### src/verilog/tbio_pkg.sv
`default_nettype none
package tbio_pkg;
    // ****************************************
    // bus geometry
    // ****************************************
    localparam int NUM_PORTS = 3;
    localparam int PORT_W = 8;
    localparam int BUS_W = 24;
    localparam int GP_W = 16;
    localparam int SEL_W = 6;
    localparam int TGT_W = 8;
    localparam logic [1:0] PORT_LAST = 2'h2;
    localparam logic [2:0] PORT_SHIFT = 3'h3;

    // ****************************************
    // trap line index ranges
    // ****************************************
    localparam logic [SEL_W-1:0] GP_LAST = 6'h0F;
    localparam logic [SEL_W-1:0] IO_FIRST = 6'h10;
    localparam logic [SEL_W-1:0] IO_LAST = 6'h27;

    // ****************************************
    // trap action level codes
    // ****************************************
    localparam logic [2:0] LVL_OFF = 3'h0;
    localparam logic [2:0] LVL_ABORT_KEEP = 3'h1;
    localparam logic [2:0] LVL_FLOW_KEEP = 3'h2;
    localparam logic [2:0] LVL_FLOW_ONCE = 3'h3;
    localparam logic [2:0] LVL_ABORT_ONCE = 3'h4;

    // ****************************************
    // values after reset
    // ****************************************
    localparam logic [NUM_PORTS-1:0] DIR_RST = 3'h0;
    localparam logic [BUS_W-1:0] LATCH_RST = 24'h000000;
    localparam logic [BUS_W-1:0] OE_B_RST = 24'hFFFFFF;
    localparam logic [TGT_W-1:0] TGT_RST = 8'h00;
endpackage : tbio_pkg
`default_nettype wire

### src/verilog/tbio_trap_if.sv
`timescale 1ns/100ps
`default_nettype none
interface tbio_trap_if;
    import tbio_pkg::*;
    logic [GP_W-1:0] gp_lvl;
    logic [BUS_W-1:0] io_lvl;
    logic cfg_we;
    logic [2:0] level;
    logic [SEL_W-1:0] line;
    logic pol;
    logic [TGT_W-1:0] target;
    logic fire;
    logic abort;
    logic [TGT_W-1:0] fire_target;
    logic armed;
    modport top (output gp_lvl, io_lvl, cfg_we, level, line, pol, target,
                 input fire, abort, fire_target, armed);
    modport trap (input gp_lvl, io_lvl, cfg_we, level, line, pol, target,
                  output fire, abort, fire_target, armed);
endinterface : tbio_trap_if
`default_nettype wire

### src/verilog/tbio_top.sv
//Contract
// RL1: 24 lines, direction set per 8-line group
// RL2: direction 0 input, 1 output
// RL3: all ports input after reset
// RL4: output latch written even while input
// RL5: port select 0 to 2 for every access
// RL6: whole-port write loads 8-bit latch value
// RL7: individual bits set or cleared by mask
// RL8: bit write leaves other bits unchanged
// RL9: read returns current levels of eight lines
// RL10: trap index 0-15 gp, 16-39 bus
// RL11: polarity 0 fires low, 1 high
// RL12: level 0 off, 1-4 armed redirect
// RL13: levels 1,4 abort motion; 2,3 not
// RL14: levels 3,4 disarm after firing once
// RL15: polarity 0 level 1 fires on falling
// RL16: one-cycle fire with abort and target
`timescale 1ns/100ps
`default_nettype none
module tbio_top (
    input wire logic clk_i,
    input wire logic rst_b_i,
    input wire logic [1:0] port_sel_i,
    input wire logic port_direction_setup_we_i,
    input wire logic port_direction_setup_i,
    input wire logic byte_we_i,
    input wire logic [tbio_pkg::PORT_W-1:0] byte_val_i,
    input wire logic bit_we_i,
    input wire logic [tbio_pkg::PORT_W-1:0] bit_mask_i,
    input wire logic [tbio_pkg::PORT_W-1:0] bit_val_i,
    input wire logic rd_req_i,
    output logic [tbio_pkg::PORT_W-1:0] rd_data_o,
    output logic rd_valid_o,
    input wire logic [tbio_pkg::BUS_W-1:0] io_pad_i,
    output logic [tbio_pkg::BUS_W-1:0] io_pad_o,
    output logic [tbio_pkg::BUS_W-1:0] io_oe_b_o,
    output logic [tbio_pkg::NUM_PORTS-1:0] port_dir_o,
    input wire logic [tbio_pkg::GP_W-1:0] gp_in_i,
    input wire logic trap_cfg_we_i,
    input wire logic [2:0] trap_action_level_i,
    input wire logic [tbio_pkg::SEL_W-1:0] trap_line_select_i,
    input wire logic trap_polarity_i,
    input wire logic [tbio_pkg::TGT_W-1:0] trap_target_i,
    output logic trap_fire_o,
    output logic trap_abort_o,
    output logic [tbio_pkg::TGT_W-1:0] trap_target_o,
    output logic trap_armed_o
);
    import tbio_pkg::*;

    typedef struct packed {
        logic [BUS_W-1:0] io_s1;
        logic [BUS_W-1:0] io_s2;
        logic [GP_W-1:0] gp_s1;
        logic [GP_W-1:0] gp_s2;
        logic [NUM_PORTS-1:0] dir;
        logic [BUS_W-1:0] latch;
        logic [PORT_W-1:0] rd_data;
        logic rd_valid;
        logic [BUS_W-1:0] pad_o;
        logic [BUS_W-1:0] oe_b;
    } tbio_top_s;

    tbio_top_s top_reg;
    tbio_top_s top_next;
    logic sel_ok;
    logic [4:0] base;

    // trap sees only synchronised levels, never raw pins
    tbio_trap_if trap_bus ();

    // ****************************************
    // port access
    // ****************************************
    always_comb begin
        // port 3 is refused: no answer, no state change
        sel_ok = (port_sel_i <= PORT_LAST); // [RL5]
        base = {port_sel_i, 3'h0};
        top_next = top_reg;
        // pins are asynchronous to clk_i; two stages before any use
        top_next.io_s1 = io_pad_i;
        top_next.io_s2 = top_reg.io_s1;
        top_next.gp_s1 = gp_in_i;
        top_next.gp_s2 = top_reg.gp_s1;
        if (port_direction_setup_we_i && sel_ok) begin
            top_next.dir[port_sel_i] = port_direction_setup_i; // [RL2]
        end
        // latch is written regardless of direction so it is ready when the port turns output
        if (byte_we_i && sel_ok) begin
            top_next.latch[base +: PORT_W] = byte_val_i; // [RL4] [RL6]
        end
        if (bit_we_i && sel_ok) begin
            for (int i = 0; i < PORT_W; i++) begin
                if (bit_mask_i[i]) begin
                    top_next.latch[base + 5'(i)] = bit_val_i[i]; // [RL7] [RL8]
                end
            end
        end
        // read data holds between reads so a slow sampler still sees it
        top_next.rd_valid = rd_req_i && sel_ok;
        top_next.rd_data = (rd_req_i && sel_ok) ? top_reg.io_s2[base +: PORT_W] : top_reg.rd_data; // [RL9]
        // latch drives io_pad_o always; only the enable decides the pin
        top_next.pad_o = top_next.latch;
        for (int p = 0; p < NUM_PORTS; p++) begin
            top_next.oe_b[p*PORT_W +: PORT_W] = {PORT_W{~top_next.dir[p]}}; // [RL1]
        end
    end

    always_ff @(posedge clk_i) begin
        if (!rst_b_i) begin
            top_reg <= '0;
            top_reg.dir <= DIR_RST; // [RL3]
            top_reg.latch <= LATCH_RST;
            top_reg.pad_o <= LATCH_RST;
            top_reg.oe_b <= OE_B_RST;
        end else begin
            top_reg <= top_next;
        end
    end

    // ****************************************
    // input trap
    // ****************************************
    assign trap_bus.gp_lvl = top_reg.gp_s2;
    assign trap_bus.io_lvl = top_reg.io_s2;
    assign trap_bus.cfg_we = trap_cfg_we_i;
    assign trap_bus.level = trap_action_level_i;
    assign trap_bus.line = trap_line_select_i;
    assign trap_bus.pol = trap_polarity_i;
    assign trap_bus.target = trap_target_i;

    tbio_trap u_trap (
        .clk_i(clk_i),
        .rst_b_i(rst_b_i),
        .t(trap_bus.trap)
    );

    assign rd_data_o = top_reg.rd_data;
    assign rd_valid_o = top_reg.rd_valid;
    assign io_pad_o = top_reg.pad_o;
    assign io_oe_b_o = top_reg.oe_b;
    assign port_dir_o = top_reg.dir;
    assign trap_fire_o = trap_bus.fire;
    assign trap_abort_o = trap_bus.abort;
    assign trap_target_o = trap_bus.fire_target;
    assign trap_armed_o = trap_bus.armed;

    // ****************************************
    // checks
    // ****************************************
    reset_all_input_a: assert property (@(posedge clk_i) // [RL3]
        !rst_b_i |=> io_oe_b_o == OE_B_RST && port_dir_o == DIR_RST)
        else $error("port not input after reset");
    reset_trap_off_a: assert property (@(posedge clk_i) // [RL12]
        !rst_b_i |=> !trap_fire_o && !trap_abort_o && !trap_armed_o && !rd_valid_o)
        else $error("trap or read answer active after reset");
    dir_to_oe_a: assert property (@(posedge clk_i) disable iff (!rst_b_i) // [RL1] [RL2]
        port_direction_setup_we_i && sel_ok |=>
        io_oe_b_o[$past(base) +: PORT_W] == {PORT_W{~$past(port_direction_setup_i)}})
        else $error("direction not applied to group");
    byte_write_a: assert property (@(posedge clk_i) disable iff (!rst_b_i) // [RL6] [RL4]
        byte_we_i && !bit_we_i && sel_ok |=> io_pad_o[$past(base) +: PORT_W] == $past(byte_val_i))
        else $error("byte write not latched");
    byte_then_bits_a: assert property (@(posedge clk_i) disable iff (!rst_b_i) // [RL6] [RL7]
        byte_we_i && bit_we_i && sel_ok |=> io_pad_o[$past(base) +: PORT_W] ==
        (($past(byte_val_i) & ~$past(bit_mask_i)) | ($past(bit_val_i) & $past(bit_mask_i))))
        else $error("masked bits not applied over byte");
    bit_keep_a: assert property (@(posedge clk_i) disable iff (!rst_b_i) // [RL7] [RL8]
        bit_we_i && !byte_we_i && sel_ok |=>
        ((io_pad_o[$past(base) +: PORT_W] ^ $past(top_reg.latch[base +: PORT_W])) & ~$past(bit_mask_i)) == 8'h00 &&
        ((io_pad_o[$past(base) +: PORT_W] ^ $past(bit_val_i)) & $past(bit_mask_i)) == 8'h00)
        else $error("bit write disturbed latch");
    read_answer_a: assert property (@(posedge clk_i) disable iff (!rst_b_i) // [RL9] [RL5]
        rd_req_i |=> rd_valid_o == $past(sel_ok) &&
        (!rd_valid_o || rd_data_o == $past(top_reg.io_s2[base +: PORT_W])))
        else $error("read answer wrong");
    read_holds_a: assert property (@(posedge clk_i) disable iff (!rst_b_i) // [RL9]
        !(rd_req_i && sel_ok) |=> $stable(rd_data_o))
        else $error("read data moved without a read");
    read_sync_depth_a: assert property (@(posedge clk_i) disable iff (!rst_b_i) // [RL9]
        rd_req_i && sel_ok && $past(rst_b_i) && $past(rst_b_i, 2) |=>
        rd_data_o == 8'($past(io_pad_i, 3) >> $past(base)))
        else $error("read data not from synced pins");
    bad_port_ignored_a: assert property (@(posedge clk_i) disable iff (!rst_b_i) // [RL5]
        !sel_ok && !trap_cfg_we_i |=> $stable(io_pad_o) && $stable(port_dir_o))
        else $error("port 3 access changed state");

    // ****************************************
    // trap checks
    // ****************************************
    abort_with_fire_a: assert property (@(posedge clk_i) disable iff (!rst_b_i) // [RL13] [RL16]
        trap_abort_o |-> trap_fire_o) else $error("abort without fire");
    target_on_fire_a: assert property (@(posedge clk_i) disable iff (!rst_b_i) // [RL16]
        $changed(trap_target_o) |-> trap_fire_o) else $error("target changed without fire");
    armed_by_level_a: assert property (@(posedge clk_i) disable iff (!rst_b_i) // [RL12]
        trap_cfg_we_i |=>
        trap_armed_o == ($past(trap_action_level_i) != LVL_OFF && $past(trap_action_level_i) <= LVL_ABORT_ONCE))
        else $error("armed state does not follow level");
    fire_when_armed_a: assert property (@(posedge clk_i) disable iff (!rst_b_i) // [RL12]
        trap_fire_o |-> $past(trap_armed_o)) else $error("trap fired while off");

    // ****************************************
    // per-port checks
    // ****************************************
    for (genvar p = 0; p < NUM_PORTS; p++) begin : g_port_chk
        oe_group_whole_a: assert property (@(posedge clk_i) disable iff (!rst_b_i) // [RL1]
            io_oe_b_o[p*PORT_W +: PORT_W] == {PORT_W{~port_dir_o[p]}})
            else $error("output enable group split");
        dir_set_a: assert property (@(posedge clk_i) disable iff (!rst_b_i) // [RL2] [RL5]
            port_direction_setup_we_i && port_sel_i == 2'(p) |=> port_dir_o[p] == $past(port_direction_setup_i))
            else $error("direction write missed its port");
        dir_idle_a: assert property (@(posedge clk_i) disable iff (!rst_b_i) // [RL5] [RL2]
            !(port_direction_setup_we_i && port_sel_i == 2'(p)) |=> $stable(port_dir_o[p]))
            else $error("direction of untouched port changed");
        latch_idle_a: assert property (@(posedge clk_i) disable iff (!rst_b_i) // [RL5] [RL8]
            !((byte_we_i || bit_we_i) && port_sel_i == 2'(p)) |=>
            $stable(io_pad_o[p*PORT_W +: PORT_W]))
            else $error("latch of untouched port changed");
    end
endmodule : tbio_top
`default_nettype wire

### src/verilog/tbio_trap.sv
`timescale 1ns/100ps
`default_nettype none
module tbio_trap (
    input wire logic clk_i,
    input wire logic rst_b_i,
    tbio_trap_if.trap t
);
    import tbio_pkg::*;

    typedef struct packed {
        logic [2:0] level;
        logic [SEL_W-1:0] line;
        logic pol;
        logic [TGT_W-1:0] target;
        logic prev_act;
        logic fire;
        logic abort;
        logic [TGT_W-1:0] fire_target;
        logic armed;
    } tbio_trap_s;

    tbio_trap_s trap_reg;
    tbio_trap_s trap_next;
    logic line_lvl;
    logic line_act;
    logic fire_now;

    // ****************************************
    // watched line and firing
    // ****************************************
    always_comb begin
        if (trap_reg.line <= GP_LAST) begin // [RL10]
            line_lvl = t.gp_lvl[trap_reg.line[3:0]];
        end else if (trap_reg.line <= IO_LAST) begin
            line_lvl = t.io_lvl[5'(trap_reg.line - IO_FIRST)];
        end else begin
            line_lvl = ~trap_reg.pol;
        end
        line_act = trap_reg.pol ? line_lvl : ~line_lvl; // [RL11]
        // entry into the active level only, so a held level fires once per occurrence
        fire_now = (trap_reg.level != LVL_OFF) && line_act && !trap_reg.prev_act; // [RL12] [RL15]
        trap_next = trap_reg;
        trap_next.prev_act = line_act;
        trap_next.fire = fire_now; // [RL16]
        trap_next.abort = fire_now && (trap_reg.level == LVL_ABORT_KEEP ||
                                       trap_reg.level == LVL_ABORT_ONCE); // [RL13]
        if (fire_now) begin
            trap_next.fire_target = trap_reg.target;
        end
        if (fire_now && (trap_reg.level == LVL_FLOW_ONCE || trap_reg.level == LVL_ABORT_ONCE)) begin
            trap_next.level = LVL_OFF; // [RL14]
        end
        if (t.cfg_we) begin
            // unknown codes disable rather than guess an action
            trap_next.level = (t.level > LVL_ABORT_ONCE) ? LVL_OFF : t.level; // [RL12]
            trap_next.line = t.line;
            trap_next.pol = t.pol;
            trap_next.target = t.target;
            trap_next.prev_act = 1'b0;
        end
        trap_next.armed = (trap_next.level != LVL_OFF);
    end

    always_ff @(posedge clk_i) begin
        if (!rst_b_i) begin
            trap_reg <= '0;
            trap_reg.fire_target <= TGT_RST;
        end else begin
            trap_reg <= trap_next;
        end
    end

    assign t.fire = trap_reg.fire;
    assign t.abort = trap_reg.abort;
    assign t.fire_target = trap_reg.fire_target;
    assign t.armed = trap_reg.armed;

    // ****************************************
    // checks
    // ****************************************
    fire_single_cycle_a: assert property (@(posedge clk_i) disable iff (!rst_b_i) // [RL16]
        trap_reg.fire |=> !trap_reg.fire) else $error("trap fire longer than one cycle");
    fire_needs_active_a: assert property (@(posedge clk_i) disable iff (!rst_b_i) // [RL11]
        trap_reg.fire |-> $past(line_act) && !$past(trap_reg.prev_act))
        else $error("fire without active edge");
    once_disarms_a: assert property (@(posedge clk_i) disable iff (!rst_b_i) // [RL14]
        fire_now && trap_reg.level >= LVL_FLOW_ONCE && !t.cfg_we |=> !trap_reg.armed)
        else $error("one-shot trap still armed");
    keep_stays_armed_a: assert property (@(posedge clk_i) disable iff (!rst_b_i) // [RL14]
        fire_now && trap_reg.level <= LVL_FLOW_KEEP && !t.cfg_we |=> trap_reg.armed)
        else $error("repeating trap disarmed");
    abort_by_level_a: assert property (@(posedge clk_i) disable iff (!rst_b_i) // [RL13]
        fire_now |=> trap_reg.abort == ($past(trap_reg.level) == LVL_ABORT_KEEP ||
                                        $past(trap_reg.level) == LVL_ABORT_ONCE))
        else $error("abort flag wrong for level");
endmodule : tbio_trap
`default_nettype wire

### config.mk
export PLATFORM = sky130hd
export DESIGN_NAME = tbio_top
export DESIGN_NICKNAME = d
export VERILOG_FILES = /design/src/verilog/tbio_pkg.sv /design/src/verilog/tbio_trap_if.sv /design/src/verilog/tbio_top.sv /design/src/verilog/tbio_trap.sv
export SDC_FILE = /design/constraint.sdc
export NUM_CORES = 1
export LEC_CHECK = 0
export ABC_AREA = 1
export BUFFER_PORTS_ARGS = -buffer_cell sky130_fd_sc_hd__buf_4
export CAP_MARGIN = 5
export CORE_ASPECT_RATIO = 0.5
export CORE_MARGIN = 1.5
export CORE_UTILIZATION = 45
export CTS_CLUSTER_SIZE = 25
export DETAILED_ROUTE_END_ITERATION = 10
export GPL_TIMING_DRIVEN = 0
export MAX_ROUTING_LAYER = met4
export PLACE_DENSITY = 0.71
export SKIP_CTS_REPAIR_TIMING = 1
export SLEW_MARGIN = 0
export SYNTH_ARGS = -nofsm -noshare
export SYNTH_HDL_FRONTEND = slang
export SYNTH_SLANG_ARGS = --single-unit
export TNS_END_PERCENT = 50
### constraint.sdc
create_clock -name clk_i -period 2.5 [get_ports clk_i]
set_input_delay 0.25 -clock clk_i [delete_from_list [all_inputs] [get_ports clk_i]]
set_output_delay 0.25 -clock clk_i [all_outputs]
set_load 0.03 [all_outputs]
Word level (Yosys, flattened, before mapping)

Cells that the tools add are included.

Register bits after elaboration: 163
Input bits: 92

Add/sub/neg operators: 9
Magnitude comparators: 24
Eq/ne operators: 3
Shifts and indexed selects: 3
Multiplexer cells: 56
Bitwise operators: 6
Reduce and logical (&&, ||, !) cells: 23

Operator list:

| operator                 | count |
|---|---|
| $mux W24                 | 17 |
| $bwmux W24               | 9 |
| $lt A5 B6 Y1 const B     | 9 |
| $ge A5 B1 Y1 const B     | 8 |
| $demux W1 S5             | 7 |
| $shift A8 B7 Y24 const A | 1 |
| $shiftx A24 B6 Y8        | 1 |
| $shiftx A8 B7 Y24        | 1 |
| $add A5 B3 Y5 const B    | 4 |
| $mux W19                 | 1 |
| $logic_and A1 B1 Y1      | 17 |
| $mux W1                  | 14 |
| $add A5 B2 Y5 const B    | 2 |
| $mux W3                  | 3 |
| $neg A5 Y7               | 1 |
| $le A6 B4 Y1 const B     | 1 |
| $le A6 B6 Y1 const B     | 1 |
| $not A1 Y1               | 6 |
| $reduce_bool A3 Y1       | 2 |
| $add A5 B1 Y5 const B    | 1 |
| $bmux W1 S5              | 1 |
| $lt A4 B5 Y1 const B     | 1 |
| $sub A5 B5 Y5 const B    | 1 |
| $bmux W1 S4              | 1 |
| 12 further kinds         | 14 |

Depth between registers and ports, before layout

Gate-level depths: netlist of run 1.

Word-level depth: 28
Gate-level depth with buffers: 18

Hierarchy

From an unflattened synthesis of run 1, not the netlist that was laid out.

Cell total of the unflattened synthesis: 954
Area, all modules: 6762.7 sq um

By module, submodules not included:

| module    | instances | cells each | area each (sq um) |
|---|---|---|---|
| tbio_top  | 1         | 708        | 5144.9 |
| tbio_trap | 1         | 246        | 1617.8 |

Worst setup path after synthesis of run 1

OpenSTA, ideal clock, no wires.

Path type: input -> register
Start point: in port_sel_i[1]
End point: reg top_reg, in the netlist io_pad_o[6]
Library setup time: 0.132 ns
Data arrival time: 1.689 ns
Setup slack: 0.679 ns
Cell stages on the path: 9
Buffers on the path: 3
Cells stage by stage: clkbuf_1 -> inv_1 -> ha_1 -> clkbuf_1 -> nand2_1 -> clkbuf_1 -> o21ai_0 -> a31oi_1 -> nor3_1

Word-level cells in the longest chain between the ends: 28

Ends and longest elaborated chain:

| what                                                  | RTL line        | text |
|---|---|---|
| start: declaration                                    | tbio_top.sv:23  | `input wire logic [1:0] port_sel_i,` |
| $neg A5 Y7                                            | tbio_top.sv:90  | `top_next.latch[base +: PORT_W] = byte_val_i;` |
| $shiftx A8 B7 Y24 or $shift A8 B7 Y24 (tied branches) | tbio_top.sv:90  |  |
| $bwmux W24                                            | tbio_top.sv:90  |  |
| $mux W24                                              | tbio_top.sv:89  | `if (byte_we_i && sel_ok) begin` |
| $bwmux W24                                            | tbio_top.sv:95  | `top_next.latch[base + 5'(i)] = bit_val_i[i];` |
| $mux W24                                              | tbio_top.sv:94  | `if (bit_mask_i[i]) begin` |
| $mux W24                                              | tbio_top.sv:92  | `if (bit_we_i && sel_ok) begin` |
| $bwmux W24                                            | tbio_top.sv:95  |  |
| (+12 left out)                                        | n/a             |  |
| $mux W24                                              | tbio_top.sv:94  |  |
| $mux W24                                              | tbio_top.sv:92  |  |
| $bwmux W24                                            | tbio_top.sv:95  |  |
| $mux W24                                              | tbio_top.sv:94  |  |
| $mux W24                                              | tbio_top.sv:92  |  |
| $bwmux W24                                            | tbio_top.sv:95  |  |
| $mux W24                                              | tbio_top.sv:94  |  |
| $mux W24 *                                            | tbio_top.sv:92  |  |
| end signal: assignment                                | tbio_top.sv:117 | `top_reg <= top_next;` |
| end: declaration                                      | tbio_top.sv:64  | `tbio_top_s top_reg;` |

Mark *: on every way between the ends. The rest lies on a longest branch, timed or not. The select of a mux whose other input is x is not followed.
A chain may end at the register's enable or synchronous reset.

Final worst setup path of run 1

Ends and elaborated chain as after synthesis.

==> flow_summary.toml, run 1 <==
[outcome]
outcome = "finished, final reports clean"

[pwr]
total_power_uw = 5804
ir_worst_vdd_v = 0.0004753
power.leakage_uw = 0.004323
p_per_area_nw_per_um2 = 695.5

[logic_synthesis]
synth-edff-count = 0
synthCells = 852
syn_nets = 951
ys.flop_type = "dfxtp_1"
syn_area_per_cell_sq_um = 7.404
synth_area_leader_cell = "dfxtp_1"
ys_ff_latch = 149
seq_area_frac_synth_pct = 47.28
yosysMostFrequentCell = "nand2_1"
synth_top_area_share_pct = 47.28
syn_area_sq_um = 6309
ys_types = 22
yosysWarnings = 0
async_reset_ff_share_pct = 0
synthTopCellsByCount = "nand2_1, dfxtp_1, inv_1, o21ai_0, buf_4"
ys_top_cells_by_area = "dfxtp_1, nand2_1, buf_4, inv_1, o21ai_0"

[worst_setup_path]
worstPathCellList = "buf_4 > clkbuf_1 > inv_1 > ha_1 > clkbuf_1 > nand2_1 > clkbuf_1 > o21ai_0 > a31oi_1 > nor3_1"
crit_type = "in2reg"
required_ns = 2.79
startpoint_type = "input port"
slowest_stage = "clkbuf_1"
endpoint_kind = "flop"
arrival_ns = 2.53
cp_common_cell = "clkbuf_1"
critPathBufInv = 5
max_stage_delay_ns = 0.46
cp_max_fo = 10
cpLargestDelayFamily = "buffers and inverters"

[routing]
drtAntennaViolNets = 0
wl_per_cell_um = 13.23
routed.top_layer = "met4"
drt_iter0_markers = 385
route.met3.wl_mm = 1.157
firstDrtPassIters = 5
remaining_drc_errors = 0
vias = 5835
totalWireLength_mm = 16.36
via_per_inst = 4.717
route.met2.wl_mm = 7.453
drt-met1-wl_mm = 7.540

[floorplan]
die-area_sq_um = 14780
start_util_pct = 46.30
die_w_um = 170.4
die_y_um = 86.73
io_pins = 163
coreArea_sq_um = 13630
num_rows = 30

[timing]
setup_viol = 0
min_period_ns = 2.246
drv_slew = 0
rsz0062_at_grt = "false"
finClkSkew_ns = 0.01023
clock.fmax_ghz = 0.4452
hold_slack_ns = 0.006521
worstMarginPinSlew_ns = 0.7583
fin_crit_sh_pct = 89.86
hold_viol_final = 0
slew_headroom_pct = 49.26

[placement]
gp_congestion = 0.9159
port_buffers = 161
dp_hpwl_mm = 12.15

[flow_run]
cap_violations = 0

[layout]
syn2layout_area_growth_pct = 32.29
largest_register_ffs = 40
final_nets = 1131
final_layout_size_suffix_gt1_share_pct = 26.03
diodes = 0
fin_util_pct = 61.25

[clocking]
cts_tree = "built"
cts_buffer_depth = 2
ctsHtreeMaxLevel = 4
clk_latency_ns = 0.42
numCtsBuffers = 17
clockRootBuffer = "clkbuf_16"
clkSinkCount = 149
clk_pin_slew_ns = 0.07

[grt]
grt_use_total_pct = 23.85
grt_pass1_wl_mm = 26.63
grt_max_degree = 18
grt-ovfl-total = 0
antenna_found_initial = 0
grt_pass1_vias = 5450

[worst_hold_path]
hp-class = "in2reg"
kinds of logic after synthesis:
| kind of cell | Yosys count | share of synthesized area (%) |
|---|---|---|
| flip-flops | 149 | 47.28 |
| AO/OA/AOI/OAI | 125 | 10.67 |
| adder cells (fa/ha/maj) | 7 | 1.388 |
| buffers and inverters | 233 | 18.09 |
| AND/OR/NAND/NOR | 338 | 22.57 |
power by group:
| group | switching, uW | leakage (uW) | internal, uW |
|---|---|---|---|
| Combinational | 452 | 0.00281 | 327 |
| Clock | 1150 | 0.000281 | 1330 |
| Sequential | 56.9 | 0.00123 | 2490 |
layer usage:
| metal | track usage [%] | up-vias |
|---|---|---|
| met2 | 39.12 | 215 |
| met4 | 8.045 | 0 |
| met5 | - | - |
| li1 | - | 2984 |
| met3 | 5.114 | 21 |
| met1 | 29.45 | 2615 |
through the flow:
stage | TNS, ns | instance area [sq um] | std cells | worst slack (ns)
floorplan | 0 | 6309 | 852 | 0.6794
global placement | -1.517 | 7757 | 1205 | -0.2012
detailed placement | -2.002 | 7757 | 1205 | -0.2733
CTS | 0 | 8341 | 1237 | 0.1626
global route | 0 | 8346 | 1237 | 0.07212
finish | 0 | 8346 | 1237 | 0.2536
final timing paths:
check / start / endpoint / slack (ns) / depth (start not counted)
hold / removal: io_pad_i[11] / top_next[127]$_SDFF_PN0_ / 0.007 / 3
setup / recovery: port_sel_i[1] / io_pad_o[6]$_SDFF_PN0_ / 0.25 / 10
setup reg to reg: u_trap.trap_reg[21]$_SDFFE_PN0P_ / u_trap.t.fire_target[5]$_SDFFE_PN0P_ / 0.53 / 16
hold reg to reg: top_next[92]$_SDFF_PN0_ / trap_bus.gp_lvl[8]$_SDFF_PN0_ / 0.41 / 2
tightest hold or removal path, delay by kind of cell:
family,cells,cell delay [ns]
AND/OR/NAND/NOR,1,0.04
buffers and inverters,2,0.12
layout make-up:
cell class              instances  area, sq um
clock buffers                  17        425.4
inverters                     131        491.7
multi-input cells             470         2190
repair buffers                161         1209
clock inverters                15        157.7
fillers                      1264         5280
well taps                     192        240.2
flip-flops and latches        149         2983
plain buffers                 102        649.4
placed cells by master, fill, tap and decap left out, types with 2 or more instances in the layout:
| cell | Yosys | layout |
|---|---|---|
| buf_2 | 6 | 6 |
| nand3_1 | 48 | 48 |
| clkbuf_16 | 0 | 17 |
| a31oi_1 | 32 | 32 |
| clkbuf_1 | 27 | 27 |
| inv_8 | 0 | 4 |
| o21ai_0 | 75 | 75 |
| nor3_1 | 52 | 51 |
| nor2_1 | 63 | 63 |
| a21oi_1 | 17 | 17 |
| clkinv_8 | 0 | 3 |
| inv_1 | 128 | 128 |
| inv_6 | 0 | 5 |
| buf_4 | 67 | 228 |
| clkinvlp_4 | 0 | 2 |
| dfxtp_1 | 149 | 149 |
| ha_1 | 7 | 7 |
| clkinv_1 | 2 | 2 |
| nand2_1 | 171 | 171 |
No activity file was read; power rests on OpenSTA's default activity.
==> run 2: changes to the inputs <==
==> constraint.sdc (replaced) <==
create_clock -name clk_i -period 2.5 [get_ports clk_i]
set_input_delay 0.125 -clock clk_i [delete_from_list [all_inputs] [get_ports clk_i]]
set_output_delay 0.125 -clock clk_i [all_outputs]
set_load 0.03 [all_outputs]
==> flow_summary.toml, run 2 (same netlist as run 1, synthesis figures left out) <==
[clocking]
cts_buffer_depth = 2
cts_tree = "built"
clockRootBuffer = "clkbuf_16"
clkSinkCount = 149
clk_latency_ns = 0.42
clk_pin_slew_ns = 0.07
numCtsBuffers = 17
ctsHtreeMaxLevel = 4

[layout]
fill_cells = 1200
final_nets = 1181
layout.cells.non_filler = 1287
multi_input_area_sq_um = 2185
fin_util_pct = 64.89
largest_register_ffs = 40
diodes = 0
final_layout_size_suffix_gt1_share_pct = 24.75
final_cell_mix = "buf_4, nand2_1, dfxtp_1, inv_1, o21ai_0"
regArea_sq_um = 2983
syn2layout_area_growth_pct = 40.14
layout_commonest_cell = "buf_4"

[floorplan]
die-area_sq_um = 14780
die_y_um = 86.73
num_rows = 30
coreArea_sq_um = 13630
start_util_pct = 46.30
io_pins = 163
die_w_um = 170.4

[grt]
grt_pass1_vias = 5450
grt-ovfl-total = 0
antenna_found_initial = 0
grt_use_total_pct = 23.85
grt_pass1_wl_mm = 26.63
grt_max_degree = 18

[routing]
drt_iter0_markers = 395
drtAntennaViolNets = 0
remaining_drc_errors = 0
firstDrtPassIters = 7
via_per_inst = 4.723
totalWireLength_mm = 17.22
wl_per_cell_um = 13.38
vias = 6078

[worst_setup_path]
crit_type = "in2reg"
slowest_stage = "nor3_1"
cp_common_cell = "nor3_1"
rrSetupSlack_ns = 0.51
arrival_ns = 2.59
worstPathCellList = "buf_4 > clkbuf_1 > inv_1 > ha_1 > nand3_1 > nor3_1 > a31oi_1 > nor3_1"
r2r-end = "u_trap.t.fire_target[5]$_SDFFE_PN0P_"
startpoint_type = "input port"
endpoint_kind = "flop"
r2r.worst_path.cells = 16
max_stage_delay_ns = 1.02
required_ns = 2.83
reg2reg_from = "u_trap.trap_reg[21]$_SDFFE_PN0P_"
cp_max_fo = 9

[timing]
slew_headroom_pct = 21.68
fin_ws_ns = 0.2416
drv_slew = 0
fin_crit_sh_pct = 90.33
finClkSkew_ns = 0.008056
setup_viol = 0
hold_viol_final = 2
clock.fmax_ghz = 0.4428
hold_slack_ns = -0.001488
min_period_ns = 2.258
rsz0062_at_grt = "false"
worstMarginPinSlew_ns = 1.166

[worst_hold_path]
whs_path_depth = 3
min_to = "u_trap.trap_reg[21]$_SDFFE_PN0P_"
hp-class = "in2reg"
worstHoldStart = "trap_line_select_i[0]"

[pwr]
ir_worst_vdd_v = 0.0004743
clkPwrFrac_pct = 42.2
swShare_pct = 28.45
combPwrFrac_pct = 14.4
p_per_area_nw_per_um2 = 664.0
pwr-share-seq_pct = 43.4
p_sw_uw = 1670
power.leakage_uw = 0.004530
p_int_uw = 4200

[flow_run]
cap_violations = 0

[placement]
dp_hpwl_mm = 12.15
pre_cts_slack_ns = -0.1483
gp_congestion = 0.9159
port_buffers = 161
dp.cells = 1205

[outcome]
violations = "hold timing"
outcome = "finished, violations left"
-- run 2: final cells by class --
type | instances | share of cell area, %
Sequential cell | 149 | 33.74
Inverter | 131 | 5.562
Multi-Input combinational cell | 470 | 24.71
Clock inverter | 15 | 1.783
Buffer | 102 | 7.345
Clock buffer | 17 | 4.812
Timing Repair Buffer | 211 | 19.33
Tap cell | 192 | 2.717
-- run 2: through the flow --
step,cell area [sq um],power (uW),hold slack [ns],setup TNS [ns]
6_report,8841,5870,-0.001488,0
3_5_place_dp,7757,3375,0.3096,-1.002
4_1_cts,8341,5847,-0.1329,0
2_1_floorplan,6309,3058,0.2226,0
5_1_grt,8841,6117,0.02067,0
3_3_place_gp,7757,3363,0.3066,-0.5172
-- run 2: layer usage --
layer	vias up	GRT usage [%]	part of all wire [%]
met4	0	8.045	1.6
met2	243	39.12	47
met3	33	5.114	7.0
met5	-	-	0
met1	2722	29.45	45
li1	3080	-	-
-- run 2: worst max-delay path: cells and delay by family --
family          cells  cell delay [ns]
simple gates        3             1.57
buf+inv             3             0.56
fa+ha+maj           1             0.18
compound gates      1             0.15
-- run 2: how the worst max path moves through the flow --
stage	start	endpoint	slack (ns)	cells after the start
after floorplan	port_sel_i[1]	io_pad_o[6]$_SDFF_PN0_	0.80	9
after global placement	port_sel_i[1]	io_pad_o[1]$_SDFF_PN0_	-0.08	8
after detailed placement	port_sel_i[1]	io_pad_o[3]$_SDFF_PN0_	-0.15	8
after CTS	port_sel_i[1]	io_pad_o[3]$_SDFF_PN0_	0.29	8
after global routing	port_sel_i[1]	io_pad_o[1]$_SDFF_PN0_	0.03	8
final	port_sel_i[1]	io_pad_o[3]$_SDFF_PN0_	0.24	8
-- run 2: power by group through the flow --
| stage | logic (uW) | registers [uW] | clock network, uW |
|---|---|---|---|
| after global routing | 932 | 2550 | 2630 |
| after floorplan | 475 | 2580 | 0 |
| after detailed placement | 777 | 2600 | 0 |
| after CTS | 780 | 2540 | 2520 |
| after global placement | 768 | 2600 | 0 |
| final | 846 | 2550 | 2480 |
==> run 3: changes to the inputs <==
- CELL_PAD_IN_SITES_DETAIL_PLACEMENT: unset -> 0
- CELL_PAD_IN_SITES_GLOBAL_PLACEMENT: unset -> 2
- CORE_UTILIZATION: 45 -> 29
- PLACE_DENSITY: 0.71 -> 0.8
==> flow_summary.toml, run 3 (same netlist as run 1, synthesis figures left out) <==
[grt]
grt_pass1_wl_mm = 28.26
antenna_found_initial = 0
grt_max_degree = 17
grt_pass1_vias = 5499
grt-ovfl-total = 0
grt_use_total_pct = 16.67

[flow_run]
cap_violations = 0

[pwr]
total_power_uw = 6020
ir_worst_vdd_v = 0.0003753
power.leakage_uw = 0.004541
p_per_area_nw_per_um2 = 669.7

[timing]
fin_crit_sh_pct = 86.52
min_period_ns = 2.163
fin_ws_ns = 0.3369
hold_viol_final = 0
setup_viol = 0
worstMarginPinSlew_ns = 1.070
finClkSkew_ns = 0.007305
rsz0062_at_grt = "false"
hold_slack_ns = 0.004975
slew_headroom_pct = 28.09
drv_slew = 0
clock.fmax_ghz = 0.4623

[routing]
wl_per_cell_um = 13.40
totalWireLength_mm = 18.58
drt_iter0_markers = 336
vias = 5958
firstDrtPassIters = 5
remaining_drc_errors = 0
drtAntennaViolNets = 0
drt-met1-wl_mm = 8.826
route.met2.wl_mm = 8.594
routed.top_layer = "met4"
via_per_inst = 4.296
route.met3.wl_um = 946

[worst_setup_path]
startpoint_type = "input port"
endpoint_kind = "flop"
crit_type = "in2reg"
cp_max_fo = 9
arrival_ns = 2.50
required_ns = 2.84

[placement]
gp_congestion = 0.8537
port_buffers = 161
dp_hpwl_mm = 13.70
pre_cts_slack_ns = -0.06206

[floorplan]
die-area_sq_um = 22700
num_rows = 37
start_util_pct = 30.15
die_y_um = 107.3
die_w_um = 211.6
coreArea_sq_um = 20930
io_pins = 163

[layout]
layout_commonest_cell = "buf_4"
syn2layout_area_growth_pct = 42.50
diodes = 0
fill_cells = 2229
largest_register_ffs = 40
final_nets = 1181
final_cell_mix = "buf_4, nand2_1, dfxtp_1, inv_1, o21ai_0"
final_layout_size_suffix_gt1_share_pct = 24.66

[clocking]
clockRootBuffer = "clkbuf_16"
clk_latency_ns = 0.42
clkSinkCount = 149
ctsHtreeMaxLevel = 4
cts_buffer_depth = 2
cts_tree = "built"
clk_pin_slew_ns = 0.06
numCtsBuffers = 17

[worst_hold_path]
hp-class = "in2reg"

[outcome]
outcome = "finished, final reports clean"
run 3: cell type report:
type / count / area, sq um / area share [%]
well taps: 292 / 365.4 / 4.064
inverters: 131 / 491.7 / 5.470
multi-input cells: 470 / 2185 / 24.30
repair buffers: 211 / 1709 / 19.01
flip-flops and latches: 149 / 2983 / 33.18
clock inverters: 11 / 136.4 / 1.517
clock buffers: 21 / 470.5 / 5.233
plain buffers: 102 / 649.4 / 7.223
run 3: critical path, stage by stage:
cell and delay (ns):
buf_4 0.12, clkbuf_1 0.24, inv_1 0.21, ha_1 0.17, nand3_1 0.32, nor3_1 0.94
a31oi_1 0.20, nor3_1 0.17
run 3: final timing paths:
path	from	endpoint	slack [ns]	depth (start not counted)
setup / recovery	port_sel_i[1]	io_pad_o[4]$_SDFF_PN0_	0.34	8
hold / removal	trap_line_select_i[0]	u_trap.trap_reg[21]$_SDFFE_PN0P_	0.005	3
setup reg to reg	u_trap.trap_reg[21]$_SDFFE_PN0P_	u_trap.t.fire_target[7]$_SDFFE_PN0P_	0.53	16
hold reg to reg	top_next[126]$_SDFF_PN0_	trap_bus.io_lvl[10]$_SDFF_PN0_	0.41	2
run 3: power by group:
part / internal, uW / switching (uW) / total [uW]
clock: 1570 / 1050 / 2620
combinational: 378 / 475 / 853
sequential: 2490 / 55.9 / 2540
total: 4440 / 1580 / 6020
run 3: metrics by stage:
stage          util (%)  cell area, sq um  setup TNS, ns  cells
2_1_floorplan         -              6309              0    852
3_3_place_gp      37.67              7883              0   1305
3_5_place_dp      37.67              7883        -0.3567   1305
4_1_cts           40.57              8489              0   1337
5_1_grt           42.96              8990              0   1387
6_report          42.96              8990              0   1387
run 3: per-layer routing:
metal	track usage (%)	vias up
met5	-	-
met4	5.918	0
met3	3.296	22
met2	25.42	158
met1	22.03	2703
li1	-	3075
